File: config.mk
export PLATFORM = sky130hd
export DESIGN_NAME = pulse_interval_capture_channel
export DESIGN_NICKNAME = d
export VERILOG_FILES = /design/src/hw/capture_pkg.sv /design/src/hw/clock_prescaler.sv /design/src/hw/pulse_interval_capture_channel.sv
export SDC_FILE = /design/constraint.sdc
export NUM_CORES = 1
export LEC_CHECK = 0
export ABC_AREA = 0
export ABC_CLOCK_PERIOD_IN_PS = 3350
export BUFFER_PORTS_ARGS = -buffer_cell sky130_fd_sc_hd__buf_2
export CAP_MARGIN = 20
export CORE_MARGIN = 5
export CORE_UTILIZATION = 55
export DETAILED_ROUTE_END_ITERATION = 8
export GPL_ROUTABILITY_DRIVEN = 0
export PLACE_DENSITY = 0.79
export SYNTH_ARGS = -nofsm -noshare
export SYNTH_HDL_FRONTEND = slang
export SYNTH_SLANG_ARGS = --single-unit
File: constraint.sdc
create_clock -name clk -period 3.35 [get_ports clk]
set_input_delay 0 -clock clk [delete_from_list [all_inputs] [get_ports clk]]
set_output_delay 0 -clock clk [all_outputs]
set_load 0.02 [all_outputs]
File: src/hw/capture_pkg.sv
// constants and register map of the pulse interval capture channel
// ====================================================================
// Overview of operation
// [RQ1] sixteen-bit counter times pulses on input pin
// [RQ2] firmware selects system clock divided by four
// [RQ3] firmware sets capture mode, rising edge valid
// [RQ4] valid input edge triggers capture when enabled
// [RQ5] start bit clears count and starts counting
// [RQ6] valid edge copies count into data register
// [RQ7] capture completion raises capture done interrupt
// [RQ8] after capture count restarts from zero
// [RQ9] firmware discards first capture after start
// [RQ10] handler stores later captures in RAM
// [RQ11] firmware takes eight measurements then halts
// [RQ12] seventeen-bit option stores thirty-two-bit entries; no such option here, counter and stored entries are sixteen bits
// [RQ13] start routine unmasks interrupt before starting
// [RQ14] overflowed interval recorded as zero by software
// [RQ15] valid sixteen-bit results span 0006H to FFFFH
// [RQ16] counter wraps FFFFH to zero, flags overflow
package capture_pkg;
    // ================================================================
    // widths
    localparam int COUNT_W = 16;                 // counter width
    localparam int ADDR_W  = 4;                  // register address width
    localparam int DATA_W  = 32;                 // register data width
    localparam int PRS_W   = 4;                  // prescaler select width
    // ================================================================
    // register offsets (byte addresses)
    localparam logic [ADDR_W-1:0] OFS_START  = 4'h0; // start/stop, write
    localparam logic [ADDR_W-1:0] OFS_MODE   = 4'h4; // mode and prescaler
    localparam logic [ADDR_W-1:0] OFS_COUNT  = 4'h8; // live count, read
    localparam logic [ADDR_W-1:0] OFS_DATA   = 4'hC; // capture data, read
    localparam logic [ADDR_W-1:0] OFS_STAT   = 4'h1; // status, read
    localparam logic [ADDR_W-1:0] OFS_CLR    = 4'h2; // status clear, write
    localparam logic [ADDR_W-1:0] OFS_IRQEN  = 4'h3; // irq enable
    // ================================================================
    // field positions
    localparam int START_BIT   = 0;  // start channel
    localparam int STOP_BIT    = 1;  // stop channel
    localparam int ACTIVE_BIT  = 2;  // status: running
    localparam int MODE_CAP    = 0;  // capture trigger enable
    localparam int MODE_EDGE   = 1;  // 1 rising, 0 falling edge
    localparam int MODE_PRS_LO = 4;  // prescaler select field base
    localparam int EV_CAP      = 0;  // event: capture done
    localparam int EV_OVF      = 1;  // event: counter overflow
    localparam int EV_W        = 2;  // number of events
    // ================================================================
    // reset values
    localparam logic [COUNT_W-1:0] COUNT_RST = 16'h0000;
    localparam logic [7:0]         MODE_RST  = 8'h00;
    localparam logic [EV_W-1:0]    EV_RST    = 2'h0;
endpackage

File: src/hw/clock_prescaler.sv
// operation clock enable generator: fclk divided by a power of two
`timescale 1ns/1ps
module clock_prescaler
    import capture_pkg::*;
#(
    parameter int DIV_W = 16                      // prescale counter width
) (
    input  wire logic             clk,            // system clock
    input  wire logic             rst_n,          // sync reset, active low
    input  wire logic             run,            // counting active
    input  wire logic [PRS_W-1:0] prs_sel,        // divide by 2**prs_sel
    output logic                  tick            // one-cycle operation clock
);
    logic [DIV_W-1:0] div_q;                      // free divider
    logic [DIV_W-1:0] div_d;                      // next divider
    logic [DIV_W-1:0] mask;                       // terminal mask

    // ================================================================
    // next value: restart on idle, count otherwise
    always_comb begin
        mask  = DIV_W'((32'h1 << prs_sel) - 32'h1);
        div_d = div_q;
        if (!run) begin
            div_d = '0;
        end else if ((div_q & mask) == mask) begin
            div_d = '0;
        end else begin
            div_d = div_q + DIV_W'(1);
        end
    end
    // tick at terminal count of the selected division
    assign tick = run && ((div_q & mask) == mask); // RQ2

    // register
    always_ff @(posedge clk) begin
        if (!rst_n) begin
            div_q <= '0;
        end else begin
            div_q <= div_d;
        end
    end
endmodule // clock_prescaler

File: src/hw/pulse_interval_capture_channel.sv
// capture channel: counts the operation clock, latches count on input edge
//
// Design decisions made here: the address map and strobed register access.
`timescale 1ns/1ps
module pulse_interval_capture_channel
    import capture_pkg::*;
(
    input  wire logic              clk,              // 50 MHz system clock
    input  wire logic              rst_n,            // sync reset, active low
    input  wire logic              pulse_input_pin,  // external pulse pin
    input  wire logic [ADDR_W-1:0] reg_addr,         // register address
    input  wire logic [DATA_W-1:0] reg_wdata,        // write data
    input  wire logic              reg_wr,           // write strobe
    input  wire logic              reg_rd,           // read strobe
    output logic      [DATA_W-1:0] reg_rdata,        // read data, next cycle
    output logic                   capture_done_irq  // level interrupt
);
    // ================================================================
    // declarations
    typedef enum logic {ST_IDLE, ST_RUN} chan_state_t; // channel states

    chan_state_t        state_q, state_d;          // channel state
    logic [COUNT_W-1:0] count_q, count_d;          // channel_count_value
    logic [COUNT_W-1:0] data_q, data_d;            // channel_capture_data
    logic [7:0]         mode_q, mode_d;            // mode register
    logic [EV_W-1:0]    stat_q, stat_d;            // sticky status
    logic [EV_W-1:0]    irqen_q, irqen_d;          // interrupt enable
    logic [DATA_W-1:0]  rdata_q, rdata_d;          // read data
    logic               sync1_q, sync2_q, prev_q;  // pin synchroniser
    logic               tick;                      // operation clock enable
    logic               edge_det;                  // valid edge seen
    logic               capture;                   // capture this cycle
    logic               wrap;                      // counter wrap
    logic               start_wr, stop_wr;         // start/stop writes
    logic [EV_W-1:0]    ev;                        // events this cycle

    // ================================================================
    // pin synchroniser: two flops, edge compare after the second
    always_ff @(posedge clk) begin
        if (!rst_n) begin
            sync1_q <= 1'b0;
            sync2_q <= 1'b0;
            prev_q  <= 1'b0;
        end else begin
            sync1_q <= pulse_input_pin;
            sync2_q <= sync1_q;
            prev_q  <= sync2_q;
        end
    end

    // rising or falling edge as selected
    assign edge_det = mode_q[MODE_EDGE] ? (sync2_q && !prev_q)
                                        : (!sync2_q && prev_q);

    // ================================================================
    // operation clock enable
    clock_prescaler #(
        .DIV_W   (16)
    ) u_prescaler (
        .clk     (clk),
        .rst_n   (rst_n),
        .run     (state_q == ST_RUN),
        .prs_sel (mode_q[MODE_PRS_LO +: PRS_W]),
        .tick    (tick)
    );

    // ================================================================
    // decode of control writes
    assign start_wr = reg_wr && (reg_addr == OFS_START) && reg_wdata[START_BIT];
    assign stop_wr  = reg_wr && (reg_addr == OFS_START) && reg_wdata[STOP_BIT];
    // capture only while running and trigger enabled
    assign capture  = (state_q == ST_RUN) && mode_q[MODE_CAP] && edge_det; // RQ4
    assign wrap     = (state_q == ST_RUN) && tick && (count_q == '1);
    assign ev[EV_CAP] = capture;                       // RQ7
    assign ev[EV_OVF] = wrap && !capture;              // RQ16

    // ================================================================
    // channel next state and counter
    always_comb begin
        state_d = state_q;
        count_d = count_q;
        data_d  = data_q;
        case (state_q)
            ST_IDLE: begin
                if (start_wr) begin
                    state_d = ST_RUN;
                    count_d = COUNT_RST;               // RQ5
                end
            end
            ST_RUN: begin
                if (stop_wr) begin
                    state_d = ST_IDLE;                 // counter holds
                end else if (start_wr) begin
                    count_d = COUNT_RST;               // RQ5
                end else if (capture) begin
                    data_d  = count_q;                 // RQ6
                    count_d = COUNT_RST;               // RQ8
                end else if (tick) begin
                    count_d = count_q + COUNT_W'(1);   // RQ1 RQ16
                end
            end
            default: begin
                state_d = ST_IDLE;
            end
        endcase
    end

    // ================================================================
    // registers written by software and sticky status
    always_comb begin
        mode_d  = mode_q;
        irqen_d = irqen_q;
        if (reg_wr && reg_addr == OFS_MODE) begin
            mode_d = reg_wdata[7:0];
        end
        if (reg_wr && reg_addr == OFS_IRQEN) begin
            irqen_d = reg_wdata[EV_W-1:0];
        end
        // clear by write-one, a new event wins over the clear
        stat_d = stat_q;
        if (reg_wr && reg_addr == OFS_CLR) begin
            stat_d = stat_q & ~reg_wdata[EV_W-1:0];
        end
        stat_d = stat_d | ev;                          // RQ7
    end

    // ================================================================
    // read mux, data stands one cycle after the strobe
    always_comb begin
        rdata_d = '0;
        if (reg_rd) begin
            case (reg_addr)
                OFS_MODE:  rdata_d = {24'h000000, mode_q};
                OFS_COUNT: rdata_d = {16'h0000, count_q};
                OFS_DATA:  rdata_d = {16'h0000, data_q};   // RQ6
                OFS_STAT:  rdata_d = {29'h0, (state_q == ST_RUN), stat_q};
                OFS_IRQEN: rdata_d = {30'h0, irqen_q};
                default:   rdata_d = '0;                   // unmapped
            endcase
        end
    end

    // ================================================================
    // state registers
    always_ff @(posedge clk) begin
        if (!rst_n) begin
            state_q <= ST_IDLE;
            count_q <= COUNT_RST;
            data_q  <= COUNT_RST;
            mode_q  <= MODE_RST;
            stat_q  <= EV_RST;
            irqen_q <= EV_RST;
            rdata_q <= '0;
        end else begin
            state_q <= state_d;
            count_q <= count_d;
            data_q  <= data_d;
            mode_q  <= mode_d;
            stat_q  <= stat_d;
            irqen_q <= irqen_d;
            rdata_q <= rdata_d;
        end
    end

    assign reg_rdata        = rdata_q;
    assign capture_done_irq = |(stat_q & irqen_q);     // RQ7
endmodule // pulse_interval_capture_channel

==> results by group <==
Status
  • Outcome: completed

Timing
  • Fin. Hold Viols: 0
  • Setup Skew: between 0.006 and 0.007 ns
  • Least-Margin Pin Slew: 1.14 ns
  • Setup-failing EPs final: 0
  • Tmin final: 3.27 ns
  • Final hold slack: 0.0311 ns
  • Slew HR: 23.9%
  • Total negative slack: 0 ns
  • Final Cycle Share: 97.5%
  • Highest clock rate: 306 MHz
  • RSZ-0062 raised after global routing: true
  • Max-slew violations: 0

Worst setup path
  • Reg2Reg Capture Point: count_q[10]$_SDFFE_PN0P_
  • Chain of cells forming the critical path: or2_1 > or3_1 > ha_1 > xnor2_1 > a32oi_1 > o221a_2 > o221ai_1 > or4_1 > o311ai_2 > o211ai_1
  • Crit path max-delay family: simple AND/OR/NAND/NOR gates
  • Buf/Inv on CP: 0
  • CP Launch Type: register
  • Reg2Reg Depth: 10
  • Setup Crit Path Kind: register to register
  • RR Startpoint: mode_q[4]$_SDFFE_PN0P_
  • Worst EP required: around 3.6 ns
  • FF-to-FF setup slack: 0.08 ns
  • CP max FO: 12
  • Crit-path max cell delay: between 0.6 and 0.7 ns
  • Slowest-stage cell, CP: or4_1
  • Worst Path Arrival: 3.49 ns
  • CP Capture Type: register

Run
  • Max Cap Viol: 0

Clock tree
  • H-tree Lvls: 3
  • Root Driver: clkbuf_8
  • Clk sinks: 79
  • Post-CTS Setup Bufs: 0
  • Number of CTS-inserted buffers: 9
  • CTS clk-pin slew, worst paths: around 0.08 ns
  • Worst-Skew Late Latency: 0.35 ns
  • CTS Buffer Depth: 2
  • CTS tree: built

Yosys
  • Synthesis-stage register bit count: 79
  • Yosys warns: 0
  • Sequential area share after synthesis: about two fifths
  • Post-synth EDFFs: 0
  • Most common cell in the netlist: dfxtp_1
  • Commonest cells in the netlist: 79 x dfxtp_1, 48 x nor2_1, 45 x nand2_1
  • Top cells by area, synth: dfxtp_1 39%, mux2i_1 4.4%, nor2_1 4.4%, nand2_1 4.1%, nand3_1 3.8%
  • Primary FF master, synth: dfxtp_1
  • Synth Instances: 479
  • Area share of the largest cell type after synthesis: 38.5%
  • Mapped Area: 4110 um^2
  • Syn avg cell area: 8.57 um^2
  • Cell taking the most area after synthesis: dfxtp_1
  • Synth cell types: 69
  • Asr flop ratio synth: 0%

Final layout
  • Non-Filler Instances: 616
  • Fin nets: 556
  • FILL cells: 638
  • Synth-to-layout area growth: 9.72%
  • Layout cells sized above 1: between 10% and 20%
  • Antenna Diode Count: 0

GRT
  • Initial antenna violation count: 0
  • GRT overflow: 0
  • Vias in the first global route: approximately 3300
  • Largest net degree at the start of global routing: 29
  • Global Route Usage Sum: a little over a fifth
  • First-pass GRT wire length: around 15000 um

Floorplan
  • Cell Rows: 31
  • DIE HEIGHT: 96.4 um
  • Core Area: approximately 7300 um^2
  • I/O pin count: 74
  • Die area: between 9000 and 10000 um^2
  • Starting density of the core: 56.6%
  • Die X-Extent: 96.4 um

Detailed routing
  • Initial DRC count: 163
  • Drt wl/cell: 15.0 um
  • DR pass1 iterations: 4
  • Vias per cell: 5.67
  • Antenna-violating nets left: 0
  • DRC: 0
  • Final WL: 9230 um
  • Via count: 3493

Min path
  • Hold path startpoint: reg_wr
  • Worst min path class: input pin to register
  • Hold Path End: mode_q[2]$_SDFFE_PN0P_
  • Hold Path Depth: 3

Placement
  • Placed Cells incl. Taps: 591
  • # port buffers: 33
  • DPL Wire Length: 6540 um

Power
  • Power Total: 0.00180 W
  • P_leak: 1.54 nW
  • PwrDens: 400 nW/um^2
  • Worst vdd ir: 237 uV
## layer usage
layer  track usage (%)  up-vias  wire [um]  share of wire [%]
met2              35.0       79       4490                 49
met3              4.57       16        348                3.8
met5                 0        -          0                  0
met4              7.94        0        218                2.4
li1                  -     1745          -                  -
met1              26.3     1653       4170                 45
## layout by cell type, fill, tap and decap left out, types with 3 or more instances in the layout
cell type       n
a21boi_0       18
a21o_1          4
a21oi_1        11
a221oi_1        4
a22oi_1        13
a31oi_1         7
a32oi_1         6
and2_1          6
and3_1          6
buf_2          33
buf_4           9
clkbuf_8       10
clkinv_2        3
conb_1         16
dfxtp_1        79
dlygate4sd3_1   9
ha_1            3
inv_1          13
mux2_2          5
mux2i_1        18
nand2_1        45
nand3_1        31
nand4_1         6
nor2_1         48
nor2b_1        20
nor3_1          5
nor3b_1         5
o21ai_0        12
o22ai_1         4
o311ai_0        3
xnor2_1         9
xor2_1          5
## how the worst max path moves through the flow
stage,cells after the start,end,startpoint
after global placement,10,u_prescaler.div_q[13]$_SDFF_PP0_,mode_q[4]$_SDFFE_PN0P_
after global routing,10,count_q[7]$_SDFFE_PN0P_,mode_q[4]$_SDFFE_PN0P_
after CTS,10,u_prescaler.div_q[3]$_SDFF_PP0_,mode_q[4]$_SDFFE_PN0P_
after detailed placement,10,u_prescaler.div_q[5]$_SDFF_PP0_,mode_q[4]$_SDFFE_PN0P_
after floorplan,12,count_q[10]$_SDFFE_PN0P_,mode_q[4]$_SDFFE_PN0P_
final,10,count_q[10]$_SDFFE_PN0P_,mode_q[4]$_SDFFE_PN0P_
## worst register-to-register path: stages, from the launching register on
cell      delay (ns)
dfxtp_1         0.31
or2_1           0.26
or3_1           0.32
ha_1            0.36
xnor2_1         0.18
a32oi_1         0.25
o221a_2         0.22
o221ai_1        0.16
or4_1           0.69
o311ai_2        0.26
o211ai_1        0.13
## through the flow
| step | setup slack [ns] | area [um^2] | utilization (%) |
|---|---|---|---|
| 3_5_place_dp | 0.0688 | 4210 | 58.0 |
| 6_report | 0.0849 | 4500 | 62.1 |
| 2_1_floorplan | 0.305 | 4160 | - |
| 4_1_cts | 0.0450 | 4500 | 62.0 |
| 3_3_place_gp | 0.160 | 4210 | 58.0 |
| 5_1_grt | -0.0644 | 4500 | 62.1 |
## repair_timing
| action | CTS | global route |
|---|---|---|
| hold buffers | 9 | 0 |
| setup endpoints to repair | 0 | 18 |
| endpoints found under the hold margin | 11 | 0 |
| resized for setup | 0 | 1 |
## cells by family (layout without fill, tap and decap cells)
group | Yosys count | count (layout) | share of synthesized area, %
xor+xnor | 14 | 14 | 2.99
flops | 79 | 79 | 38.5
fa+ha+maj | 3 | 3 | 0.914
other cells | 1 | 16 | 0.0913
simple gates | 199 | 199 | 24.6
buf+inv | 57 | 80 | 8.72
compound gates | 102 | 102 | 18.1
mux | 24 | 24 | 6.13
## cell type report
class,count,area [um^2],share of cell area [%]
multi-input cells,358,2230,49.5
flip-flops and latches,79,1580,35.1
repair buffers,51,323,7.17
clock buffers,10,138,3.06
well taps,99,124,2.75
clock inverters,6,60.1,1.33
inverters,13,48.8,1.08
## flip-flops by register name, indices dropped and copies added, names as in the netlist, 2 cells and up
name,cells
count_q,16
data_q,16
reg_rdata,16
u_prescaler.div_q,15
mode_q,8
irqen_q,2
stat_q,2
## where the power goes
part           leakage (nW)  total, W  switching (W)  internal [W]
Sequential            0.637  0.000948     0.00000528      0.000943
Clock                0.0981  0.000701       0.000341      0.000360
Combinational         0.808  0.000152      0.0000984     0.0000540
Total                  1.54   0.00180       0.000445       0.00136
Power figures use the tool's default switching activity.
